File: src/hdl/dram_port_pkg.sv
// constants for the page-mode dram controller
`default_nettype none
package dram_port_pkg;
  localparam int CLK_PERIOD_NS = 25;
  // address split
  localparam int ROW_BITS = 9;
  localparam int COL_BITS = 9;
  localparam int ADDR_BITS = 18;
  localparam int DATA_BITS = 16;
  localparam int ROWS = 512;
  // slow grade timing figures in ns, plus the wake-up refresh count
  localparam int RAS_ACTIVE_NS = 60;
  localparam int ROW_PRECHARGE_NS = 40;
  localparam int CAS_PRECHARGE_NS = 10;
  localparam int CAS_PULSE_NS = 15;
  localparam int RAS_TO_CAS_NS = 20;
  localparam int CYCLE_NS = 110;
  localparam int PAGE_CYCLE_NS = 25;
  localparam int ACCESS_RAS_NS = 60;
  localparam int REFRESH_PERIOD_NS = 8000000;
  localparam int POWER_UP_NS = 200000;
  localparam int WAKE_CYCLES = 8;
  // least times round up, refresh spacing rounds down
  localparam int RAS_ACTIVE_CYC =
    (RAS_ACTIVE_NS + CLK_PERIOD_NS - 1) / CLK_PERIOD_NS;
  localparam int ROW_PRECHARGE_CYC =
    (ROW_PRECHARGE_NS + CLK_PERIOD_NS - 1) / CLK_PERIOD_NS;
  localparam int CAS_PRECHARGE_CYC =
    (CAS_PRECHARGE_NS + CLK_PERIOD_NS - 1) / CLK_PERIOD_NS;
  localparam int CAS_PULSE_CYC =
    (CAS_PULSE_NS + CLK_PERIOD_NS - 1) / CLK_PERIOD_NS;
  localparam int RAS_TO_CAS_CYC =
    (RAS_TO_CAS_NS + CLK_PERIOD_NS - 1) / CLK_PERIOD_NS;
  localparam int ACCESS_RAS_CYC =
    (ACCESS_RAS_NS + CLK_PERIOD_NS - 1) / CLK_PERIOD_NS;
  localparam int POWER_UP_CYC =
    (POWER_UP_NS + CLK_PERIOD_NS - 1) / CLK_PERIOD_NS;
  localparam int REFRESH_GAP_CYC =
    REFRESH_PERIOD_NS / CLK_PERIOD_NS / ROWS;
  localparam int TIMER_BITS = 16;
  // command codes
  localparam logic [1:0] CMD_READ = 2'h0;
  localparam logic [1:0] CMD_WRITE = 2'h1;
  localparam logic [1:0] CMD_RMW = 2'h2;
endpackage : dram_port_pkg
`default_nettype wire
File: src/hdl/cycle_timer.sv
// down counter that flags when a loaded wait has elapsed
`default_nettype none
module cycle_timer (
  input wire logic sys_clk,
  input wire logic reset,
  input wire logic load,
  input wire logic [dram_port_pkg::TIMER_BITS-1:0] count,
  output logic done
);
  logic [dram_port_pkg::TIMER_BITS-1:0] cnt_r;
  wire logic [dram_port_pkg::TIMER_BITS-1:0] cnt_nxt =
    load ? count :
    (cnt_r != '0) ? cnt_r - 1'b1 : cnt_r;
  // done must not look at load: callers load on done in the same cycle
  assign done = (cnt_r == '0);
  // load wins over reset so the power-up wait starts at release
  always_ff @(posedge sys_clk) begin
    if (reset && !load) cnt_r <= '0;
    else cnt_r <= cnt_nxt;
  end
endmodule : cycle_timer
`default_nettype wire

File: src/hdl/dram_page_controller.sv
// controller driving a page-mode dram through its pins
`default_nettype none
module dram_page_controller #(
  parameter int POWER_UP_CYCLES = dram_port_pkg::POWER_UP_CYC,
  parameter int REFRESH_GAP = dram_port_pkg::REFRESH_GAP_CYC
) (
  input wire logic sys_clk,
  input wire logic reset,
  input wire logic req_valid,
  input wire logic [1:0] req_cmd,
  input wire logic [dram_port_pkg::ADDR_BITS-1:0] req_addr,
  input wire logic [1:0] req_byte_en,
  input wire logic [dram_port_pkg::DATA_BITS-1:0] req_wdata,
  input wire logic req_hidden_refresh,
  input wire logic refresh_overdue,
  output logic req_ready,
  output logic rsp_valid,
  output logic [dram_port_pkg::DATA_BITS-1:0] rsp_rdata,
  output logic init_done,
  output logic [dram_port_pkg::ROW_BITS-1:0] multiplexed_address_pins,
  output logic row_strobe_n,
  output logic lower_byte_column_strobe_n,
  output logic upper_byte_column_strobe_n,
  output logic write_enable_n,
  output logic output_enable_n,
  input wire logic [dram_port_pkg::DATA_BITS-1:0] bidirectional_data_pins_i,
  output logic [dram_port_pkg::DATA_BITS-1:0] bidirectional_data_pins_o,
  output logic [1:0] bidirectional_data_pins_oe
);
  localparam int TB = dram_port_pkg::TIMER_BITS;
  // ****************************************************************
  // state
  // ****************************************************************
  typedef enum logic [3:0] {
    ST_POWER, ST_IDLE, ST_ROW, ST_COL, ST_ACCESS, ST_RMW_WRITE,
    ST_HIDDEN_UP, ST_HIDDEN_DOWN, ST_CBR_CAS, ST_CBR_RAS, ST_RELEASE,
    ST_PRECHARGE
  } state_e;
  state_e state_r, state_nxt;
  logic [TB-1:0] tload_val;
  logic tload, tdone;
  logic [3:0] wake_r;
  logic [TB-1:0] ref_cnt_r;
  logic ref_due_r;
  logic [1:0] cmd_r;
  logic [dram_port_pkg::ADDR_BITS-1:0] addr_r;
  logic [1:0] be_r;
  logic [dram_port_pkg::DATA_BITS-1:0] wdata_r;
  logic hidden_r;
  logic [dram_port_pkg::DATA_BITS-1:0] din_meta_r, din_sync_r;
  logic [2:0] ras_age_r;
  cycle_timer u_timer (
    .sys_clk(sys_clk),
    .reset(reset),
    .load(tload),
    .count(tload_val),
    .done(tdone)
  );
  // ****************************************************************
  // decode
  // ****************************************************************
  wire logic need_wake = (wake_r != 4'(dram_port_pkg::WAKE_CYCLES));
  wire logic ras_min_ok =
    (ras_age_r >= 3'(dram_port_pkg::RAS_ACTIVE_CYC));
  wire logic take_ref = (ref_due_r || need_wake);
  wire logic take_req = req_valid && req_ready && !need_wake && !ref_due_r;
  wire logic ref_soon = (ref_cnt_r >= TB'(REFRESH_GAP - 1));
  wire logic is_write = (cmd_r == dram_port_pkg::CMD_WRITE);
  wire logic is_rmw = (cmd_r == dram_port_pkg::CMD_RMW);
  wire logic [dram_port_pkg::ROW_BITS-1:0] row_half =
    addr_r[dram_port_pkg::ADDR_BITS-1 -: dram_port_pkg::ROW_BITS];
  wire logic [dram_port_pkg::COL_BITS-1:0] col_half =
    addr_r[dram_port_pkg::COL_BITS-1:0];
  wire logic access_end = tdone && ras_min_ok;
  wire logic [TB-1:0] acc_wait = TB'(dram_port_pkg::ACCESS_RAS_CYC);
  wire logic [TB-1:0] pre_wait = TB'(dram_port_pkg::ROW_PRECHARGE_CYC +
    dram_port_pkg::CAS_PRECHARGE_CYC);
  // ****************************************************************
  // next state
  // ****************************************************************
  always_comb begin
    state_nxt = state_r;
    tload = 1'b0;
    tload_val = '0;
    case (state_r)
      ST_POWER: if (tdone) state_nxt = ST_IDLE;
      ST_IDLE: begin
        if (take_ref) begin
          state_nxt = ST_CBR_CAS;
        end else if (take_req) begin
          state_nxt = ST_ROW;
        end
      end
      ST_ROW: begin
        state_nxt = ST_COL;
        tload = 1'b1;
        tload_val = TB'(dram_port_pkg::RAS_TO_CAS_CYC);
      end
      ST_COL: if (tdone) begin
        state_nxt = ST_ACCESS;
        tload = 1'b1;
        tload_val = acc_wait;
      end
      ST_ACCESS: if (access_end) begin
        if (is_rmw) begin
          state_nxt = ST_RMW_WRITE;
          tload = 1'b1;
          tload_val = TB'(dram_port_pkg::CAS_PULSE_CYC);
        end else if (hidden_r && !is_write) begin
          state_nxt = ST_HIDDEN_UP;
          tload = 1'b1;
          tload_val = TB'(dram_port_pkg::ROW_PRECHARGE_CYC);
        end else begin
          state_nxt = ST_RELEASE;
        end
      end
      ST_RMW_WRITE: if (tdone) state_nxt = ST_RELEASE;
      ST_HIDDEN_UP: if (tdone) begin
        state_nxt = ST_HIDDEN_DOWN;
        tload = 1'b1;
        tload_val = TB'(dram_port_pkg::RAS_ACTIVE_CYC);
      end
      ST_HIDDEN_DOWN: if (tdone) state_nxt = ST_RELEASE;
      ST_CBR_CAS: begin
        state_nxt = ST_CBR_RAS;
        tload = 1'b1;
        tload_val = TB'(dram_port_pkg::RAS_ACTIVE_CYC);
      end
      ST_CBR_RAS: if (tdone) state_nxt = ST_RELEASE;
      ST_RELEASE: begin
        state_nxt = ST_PRECHARGE;
        tload = 1'b1;
        tload_val = pre_wait;
      end
      ST_PRECHARGE: if (tdone) state_nxt = ST_IDLE;
      default: state_nxt = ST_IDLE;
    endcase
    if (reset) begin
      tload = 1'b1;
      tload_val = TB'(POWER_UP_CYCLES);
    end
  end
  // ****************************************************************
  // pin drive
  // ****************************************************************
  wire logic ras_low = (state_r == ST_COL) || (state_r == ST_ACCESS) ||
    (state_r == ST_RMW_WRITE) || (state_r == ST_HIDDEN_DOWN) ||
    (state_r == ST_CBR_RAS);
  wire logic cas_on = (state_r == ST_ACCESS) || (state_r == ST_RMW_WRITE) ||
    (state_r == ST_HIDDEN_UP) || (state_r == ST_HIDDEN_DOWN);
  wire logic cbr_cas = (state_r == ST_CBR_CAS) ||
    (state_r == ST_CBR_RAS);
  wire logic [1:0] cas_lane = cbr_cas ? 2'h3 :
    (cas_on ? be_r : 2'h0);
  wire logic rd_phase = !is_write && !cbr_cas &&
    ((state_r == ST_ACCESS) || (state_r == ST_HIDDEN_UP) ||
    (state_r == ST_HIDDEN_DOWN));
  wire logic wr_phase = !cbr_cas && ((is_write && cas_on) ||
    (state_r == ST_RMW_WRITE));
  wire logic [dram_port_pkg::ROW_BITS-1:0] addr_nxt =
    (state_r == ST_IDLE || state_r == ST_ROW ||
    (state_r == ST_COL && !tdone)) ? row_half :
    col_half;
  // ****************************************************************
  // registers
  // ****************************************************************
  always_ff @(posedge sys_clk) begin
    if (reset) begin
      state_r <= ST_POWER;
      wake_r <= '0;
      ref_cnt_r <= '0;
      ref_due_r <= 1'b0;
      cmd_r <= dram_port_pkg::CMD_READ;
      addr_r <= '0;
      be_r <= 2'h0;
      wdata_r <= '0;
      hidden_r <= 1'b0;
      ras_age_r <= '0;
    end else begin
      state_r <= state_nxt;
      ras_age_r <= !ras_low ? 3'h0 :
        (ras_age_r != 3'h7 ? ras_age_r + 3'h1 : ras_age_r);
      if (refresh_overdue) begin
        wake_r <= '0;
      end else if (state_r == ST_CBR_RAS && tdone && need_wake) begin
        wake_r <= wake_r + 4'h1;
      end
      if (state_r == ST_CBR_RAS && tdone) begin
        ref_cnt_r <= '0;
        ref_due_r <= 1'b0;
      end else if (ref_soon) begin
        ref_due_r <= 1'b1;
      end else begin
        ref_cnt_r <= ref_cnt_r + 1'b1;
      end
      if (state_r == ST_IDLE && take_req && !take_ref) begin
        cmd_r <= req_cmd;
        addr_r <= req_addr;
        be_r <= req_byte_en;
        wdata_r <= req_wdata;
        hidden_r <= req_hidden_refresh;
      end
    end
  end
  always_ff @(posedge sys_clk) begin
    if (reset) begin
      req_ready <= 1'b0;
      rsp_valid <= 1'b0;
      rsp_rdata <= '0;
      init_done <= 1'b0;
      multiplexed_address_pins <= '0;
      row_strobe_n <= 1'b1;
      lower_byte_column_strobe_n <= 1'b1;
      upper_byte_column_strobe_n <= 1'b1;
      write_enable_n <= 1'b1;
      output_enable_n <= 1'b1;
      bidirectional_data_pins_o <= '0;
      bidirectional_data_pins_oe <= 2'h0;
      din_meta_r <= '0;
      din_sync_r <= '0;
    end else begin
      din_meta_r <= bidirectional_data_pins_i;
      din_sync_r <= din_meta_r;
      // ready only when the next idle cycle will surely take a request
      req_ready <= (state_nxt == ST_IDLE) && !need_wake && !ref_due_r &&
        !ref_soon && !refresh_overdue;
      init_done <= !need_wake;
      rsp_valid <= (state_r == ST_ACCESS) && access_end && !is_write;
      if ((state_r == ST_ACCESS) && access_end)
        rsp_rdata <= din_sync_r;
      multiplexed_address_pins <= addr_nxt;
      row_strobe_n <= !ras_low;
      lower_byte_column_strobe_n <= !cas_lane[0];
      upper_byte_column_strobe_n <= !cas_lane[1];
      write_enable_n <= !wr_phase;
      output_enable_n <= !rd_phase || (state_r == ST_RMW_WRITE);
      bidirectional_data_pins_o <= wdata_r;
      bidirectional_data_pins_oe <= (wr_phase || (is_write &&
        state_r == ST_COL)) ? be_r : 2'h0;
    end
  end
endmodule : dram_page_controller
`default_nettype wire

File: config.mk
export PLATFORM = sky130hd
export DESIGN_NAME = dram_page_controller
export DESIGN_NICKNAME = d
export VERILOG_FILES = /design/src/hdl/dram_port_pkg.sv /design/src/hdl/cycle_timer.sv /design/src/hdl/dram_page_controller.sv
export SDC_FILE = /design/constraint.sdc
export NUM_CORES = 1
export LEC_CHECK = 0
export BUFFER_PORTS_ARGS = -buffer_cell sky130_fd_sc_hd__buf_2
export CAP_MARGIN = 20
export CORE_MARGIN = 5
export CORE_UTILIZATION = 50
export CTS_CLUSTER_SIZE = 40
export DETAILED_ROUTE_END_ITERATION = 7
export GPL_ROUTABILITY_DRIVEN = 0
export HOLD_SLACK_MARGIN = 0.02
export PLACE_DENSITY = 0.73
export SLEW_MARGIN = 20
export SYNTH_ARGS = -nofsm -noshare
export SYNTH_HDL_FRONTEND = slang
export SYNTH_SLANG_ARGS = --single-unit
export TNS_END_PERCENT = 1
File: constraint.sdc
create_clock -name sys_clk -period 4.9 [get_ports sys_clk]
set_input_delay 0 -clock sys_clk [delete_from_list [all_inputs] [get_ports sys_clk]]
set_output_delay 0 -clock sys_clk [all_outputs]
set_load 0.005 [all_outputs]
==> impl_metrics.tcl, run 1 <==
set metrics [dict create \
    ir_drop_mv 0.313 \
    min_to "wdata_r[15]" \
    period_needed_ns 3.26 \
    tns_ns 0 \
    die_w_um 121 \
    viasPerCell 5.16 \
    drv_slew 0 \
    cts_resized 0 \
    tightest_slew_ns 1.04 \
    cts.sinks 166 \
    netlist_area_um2 6140 \
    hold_class "primary input to flop" \
    max_slew_margin_pct 30.4 \
    track_usage_pct 20.2 \
    max_freq_ghz 0.306 \
    clk_pin_slew_ns 0.06 \
    path_delay_family "simple AND/OR/NAND/NOR gates" \
    fin_ws_ns 1.64 \
    synth_area_leaders "dfxtp_1 (54%), nand2_1 (7.8%), nor2b_1 (5.7%)" \
    place_hpwl_um 9140 \
    drt_iter0_markers 298 \
    fp-row-count 40 \
    drive_gt1_share_pct 19.1 \
    clk_latency_ns 0.42 \
    p_per_area_nw_per_um2 365 \
    ctsHoldBuffers 58 \
    port_buffers 109 \
    worst_hold_startpoint "req_valid" \
    utilization_pct 65.7 \
    grt_first_pass_wirelength_um 23700 \
    netlist.top_cell.by_area "dfxtp_1" \
    drt-wirelength-per-cell_um 14.4 \
    cp_num_buf_inv 2 \
    start_util_pct 51.1 \
    yosys_register_bits 166 \
    die-area_um2 14600 \
    crit_arrival_ns 3.63 \
    ff2ff_setup_slack_ns 1.64 \
    drc 0 \
    max_cap_viol_count 0 \
    crit_chain "nor2b_1 -> nor4b_1 -> nor2b_2 -> buf_4 -> nand2_1 -> a21oi_1 -> dlygate4sd3_1" \
    io_pins 110 \
    cp_slowest_stage_delay_ns 0.63 \
    synth_nets 743 \
    rr_startpoint "state_r[0]" \
    r2r_cells 7 \
    num_vias 5084 \
    htreeDepth 4 \
    clock_path_buffers 2 \
    clock_skew_ns 0.00725 \
    cp-end-kind "flop" \
    cp_max_fo 35 \
    antenna_found_initial 0 \
    syn2layout_area_growth_pct 28.6 \
    overflow 0 \
    dp.cells 897 \
    fillers 925 \
    critPathKind "flop to flop" \
    synth.distinct_cells 56 \
    setup_violations 0 \
    grt_pass1_vias 5048 \
    syn_inst 675 \
    cts_tree "yes" \
    period_share_pct 66.6 \
    fin_nets 895 \
    die_h_um 121 \
    drt-total-wl_um 14200 \
    grt_max_degree 100 \
    fin_cells 986 \
    critPathLaunchType "flop" \
    post_cts_buffers 0 \
    post-synth-top-count-cell "dfxtp_1" \
    min_path_cells 5 \
    synth.avg_cell_area_um2 9.09 \
    synthTopCellsByCount "dfxtp_1 (166), nand2_1 (127), a21oi_1 (66)" \
    p_leak_nw 3.27 \
    synthFlopType "dfxtp_1" \
    crit_required_ns 5.26 \
    rsz0062_at_grt "no" \
    drt_pass1_iterations 4 \
    synth-edff-count 0 \
    outcome "completed" \
    final-hold-violation-count 0 \
    core_area_um2 12000 \
    n_antenna_cell 0 \
    whs_ns 0.0563 \
    r2r-end "addr_r[9]" \
    cts-root-buf "clkbuf_16" \
    ys_seq_area_share_pct 54.1 \
    post-place-ws_ns 1.91 \
    yosysWarningCount 0 \
    cts_made_buffers 17 \
    slowest_stage "nor4b_1" \
    synth.top_cell.area_share_pct 54.1 \
    detail-route-antenna-nets 0 \
    ys_async_sr_fraction_pct 0 \
]
-- cells by family after synthesis --
kind of cell	Yosys count	share of synthesized area, %
buffers and inverters	49	3.36
and+or+nand+nor	310	25.1
adders and majority gates	9	1.83
AOI/OAI and AO/OA	103	9.89
muxes	12	1.96
DFF	166	54.1
xor gates and xnor gates	26	3.71
-- registers in the layout, summed over array words and instances, names as in the netlist, 2 cells and up --
register                    count
state_r                         4
multiplexed_address_pins        9
ref_cnt_r                      16
wdata_r                        16
din_meta_r                     16
bidirectional_data_pins_oe      2
rsp_rdata                      16
cmd_r                           2
din_sync_r                     16
be_r                            2
u_timer.cnt_r                  16
wake_r                          4
ras_age_r                       3
addr_r                         18
bidirectional_data_pins_o      16
-- worst register-to-register path: cells and delay by family, from the launching register on --
kind	cells	cell delay (ns)
simple gates	4	1.51
flops	1	0.61
compound gates	1	0.12
buf+inv	2	0.98
-- metal layers --
layer  routed length, um  track usage [%]
met1                6070             24.5
met2                7100             34.0
met3                 760             6.22
met4                 289             7.29
met5                   0                0
-- through the flow --
stage / power [mW] / cell area, um^2
floorplan: 1.54 / 6140
global placement: 1.58 / 6730
detailed placement: 1.59 / 6730
CTS: 2.89 / 7890
global route: 2.98 / 7890
finish: 2.88 / 7890
-- cells in the final DEF (no fill, tap or decap), types with 3 or more instances in the layout --
cell type / count
nor2b_1: 55
buf_4: 4
and3_1: 3
nor4_1: 5
nand2b_1: 7
or2_2: 4
or3_1: 3
clkbuf_8: 4
buf_2: 108
xnor2_1: 13
nand2_1: 127
xor2_1: 13
and2_1: 5
ha_1: 9
o21bai_1: 7
dfxtp_1: 166
a31oi_1: 6
and4_1: 4
nor3_1: 15
clkbuf_16: 17
mux2i_1: 12
inv_1: 12
o21ai_0: 8
clkinv_4: 5
dlygate4sd3_1: 58
a21oi_1: 66
nor2_1: 49
nand3_1: 11
-- cell type report --
class	count	area, um^2	area share [%]
multi-input cells	460	2610	33.1
well taps	147	184	2.33
inverters	12	45.0	0.571
clock buffers	22	484	6.13
repair buffers	170	1150	14.6
clock inverters	9	95.1	1.20
flip-flops and latches	166	3320	42.1
-- where the power goes --
group / leakage (nW) / internal [mW] / total [mW] / switching, mW
Sequential: 1.35 / 1.38 / 1.41 / 0.0299
Combinational: 1.63 / 0.0992 / 0.182 / 0.0831
Clock: 0.288 / 0.756 / 1.28 / 0.528
Total: 3.27 / 2.24 / 2.88 / 0.641
-- how the worst max path moves through the flow --
stage,startpoint,to,slack [ns],cells after the start
3_5_place_dp,u_timer.cnt_r[0],multiplexed_address_pins[4],1.91,8
2_1_floorplan,u_timer.cnt_r[0],u_timer.cnt_r[13],2.86,9
5_1_grt,state_r[0],addr_r[9],1.36,7
6_report,state_r[0],addr_r[9],1.64,7
4_1_cts,state_r[0],addr_r[9],1.72,7
3_3_place_gp,u_timer.cnt_r[0],multiplexed_address_pins[3],2.15,8
Note: power is estimated with default switching activity, not from simulation.
==> run 2, diff against run 1 <==
==> constraint.sdc (replaced) <==
create_clock -name sys_clk -period 3.2 [get_ports sys_clk]
set_input_delay 0 -clock sys_clk [delete_from_list [all_inputs] [get_ports sys_clk]]
set_output_delay 0 -clock sys_clk [all_outputs]
set_load 0.005 [all_outputs]
==> run 2 against run 1 <==
  * Maximum frequency grew 28%
  * Largest cell class unchanged
  * Final area increased by 0.60%
  * Combinational power grew 53%
  * Sequential power increased by 53%
  * Utilization grew 0.40 points
  * Worst hold slack better by 0.034 ns
  * Largest power group unchanged
  * Worst setup slack got worse by 0.99 ns
  * Flip-flop and latch count stayed put
  * Critical path type unchanged
==> impl_metrics.tcl, run 2 (same netlist as run 1, synthesis figures left out) <==
set metrics [dict create \
    outcome "completed" \
    antenna_found_initial 0 \
    period_share_pct 79.8 \
    htreeDepth 4 \
    tightest_slew_ns 0.697 \
    die_h_um 121 \
    drc 0 \
    post_cts_buffers 0 \
    top_register "addr_r" \
    viasPerCell 5.11 \
    core_area_um2 12000 \
    drt_iter0_markers 360 \
    max_freq_ghz 0.392 \
    clock_path_buffers 2 \
    cts.sinks 166 \
    p_leak_nw 3.28 \
    whs_ns 0.0904 \
    crit_arrival_ns 2.90 \
    drv_slew 0 \
    grt_max_degree 76 \
    ctsHoldBuffers 56 \
    io_pins 110 \
    start_util_pct 51.1 \
    crit_required_ns 3.55 \
    die_w_um 121 \
    final-hold-violation-count 0 \
    num_vias 5051 \
    setup_violations 0 \
    overflow 0 \
    p_per_area_nw_per_um2 573 \
    fp-row-count 40 \
    rsz0062_at_grt "no" \
    cp_max_fo 39 \
    rr_startpoint "state_r[0]" \
    clk_latency_ns 0.42 \
    drt-total-wl_um 14400 \
    drive_gt1_share_pct 19.4 \
    syn2layout_area_growth_pct 29.4 \
    critPathLaunchType "flop" \
    layout_common_cells "dfxtp_1 (166), nand2_1 (127), buf_2 (108), a21oi_1 (66), dlygate4sd3_1 (56)" \
    grt_pass1_vias 5061 \
    port_buffers 109 \
    largest_reg_flops 18 \
    n_antenna_cell 0 \
    detail-route-antenna-nets 0 \
    final_common_cell "dfxtp_1" \
    grt_first_pass_wirelength_um 23900 \
    critPathKind "flop to flop" \
    clock_skew_ns 0.00877 \
    hold_class "primary input to flop" \
    cts_tree "yes" \
    cp-end-kind "flop" \
    cts_resized 0 \
    period_needed_ns 2.55 \
    track_usage_pct 20.5 \
    die-area_um2 14600 \
    drt_pass1_iterations 5 \
    place_hpwl_um 9080 \
    max_slew_margin_pct 53.5 \
    fin_nets 897 \
    drt-wirelength-per-cell_um 14.6 \
    worst_hold_startpoint "reset" \
    max_cap_viol_count 0 \
    clk_pin_slew_ns 0.06 \
    cts_made_buffers 17 \
    critPathLaunch "state_r[0]" \
    ir_drop_mv 0.418 \
    cts-root-buf "clkbuf_16" \
    tns_ns 0 \
]
-- run 2: cell count changes in the layout (fill, tap and decap cells not counted), moves of 2 or more --
cell	before	now
clkinv_4	5	0
clkinvlp_4	0	3
bufinv_16	1	3
inv_6	0	3
clkinv_2	2	0
dlygate4sd3_1	58	56
clkbuf_1	1	3
buf_4	4	8
-- run 2: area by class of cell --
class / instances / area, um^2
clock inverters: 9 / 139
clock buffers: 23 / 478
repair buffers: 172 / 1160
inverters: 12 / 45.0
well taps: 147 / 184
fillers: 932 / 4070
flip-flops and latches: 166 / 3320
multi-input cells: 460 / 2610
-- run 2: per-stage QoR --
| stage | utilization (%) | power [mW] | cells | instance area [um^2] | setup WS [ns] |
|---|---|---|---|---|---|
| floorplan | - | 2.36 | 675 | 6140 | 1.16 |
| global placement | 56.3 | 2.42 | 901 | 6760 | 0.753 |
| CTS | 66.1 | 4.58 | 989 | 7940 | 0.677 |
| global route | 66.1 | 4.72 | 989 | 7940 | 0.429 |
| detailed placement | 56.3 | 2.43 | 901 | 6760 | 0.668 |
| finish | 66.1 | 4.55 | 989 | 7940 | 0.647 |
-- run 2: metal layers --
metal | GRT usage (%) | up-vias | routed length, um
met2 | 33.9 | 162 | 7150
li1 | - | 2537 | -
met1 | 25.2 | 2332 | 6090
met4 | 6.59 | 0 | 229
met3 | 6.92 | 20 | 942
met5 | 0 | - | 0
-- run 2: path summary, 6_finish.rpt --
| path | end | slack, ns | depth (start not counted) |
|---|---|---|---|
| worst max-delay path | addr_r[13] | 0.65 | 6 |
| worst max register to register | addr_r[13] | 0.65 | 6 |
| worst min register to register | din_sync_r[8] | 0.44 | 1 |
| worst min-delay path | init_done | 0.09 | 2 |
-- run 2: critical path, stage by stage (launching register included) --
cell and delay (ns):
dfxtp_1 0.63, nor2b_1 0.33, nor4b_1 0.56, nor2b_2 0.25, buf_4 0.39, nand2_1 0.17, a21oi_1 0.15
-- run 2: where the power goes --
group          switching (mW)  leakage [nW]  total (mW)  internal, mW
Combinational           0.128          1.64       0.279         0.151
Sequential             0.0461          1.35        2.16          2.12
Clock                   0.812         0.291        2.11          1.30
Total                   0.986          3.28        4.55          3.57
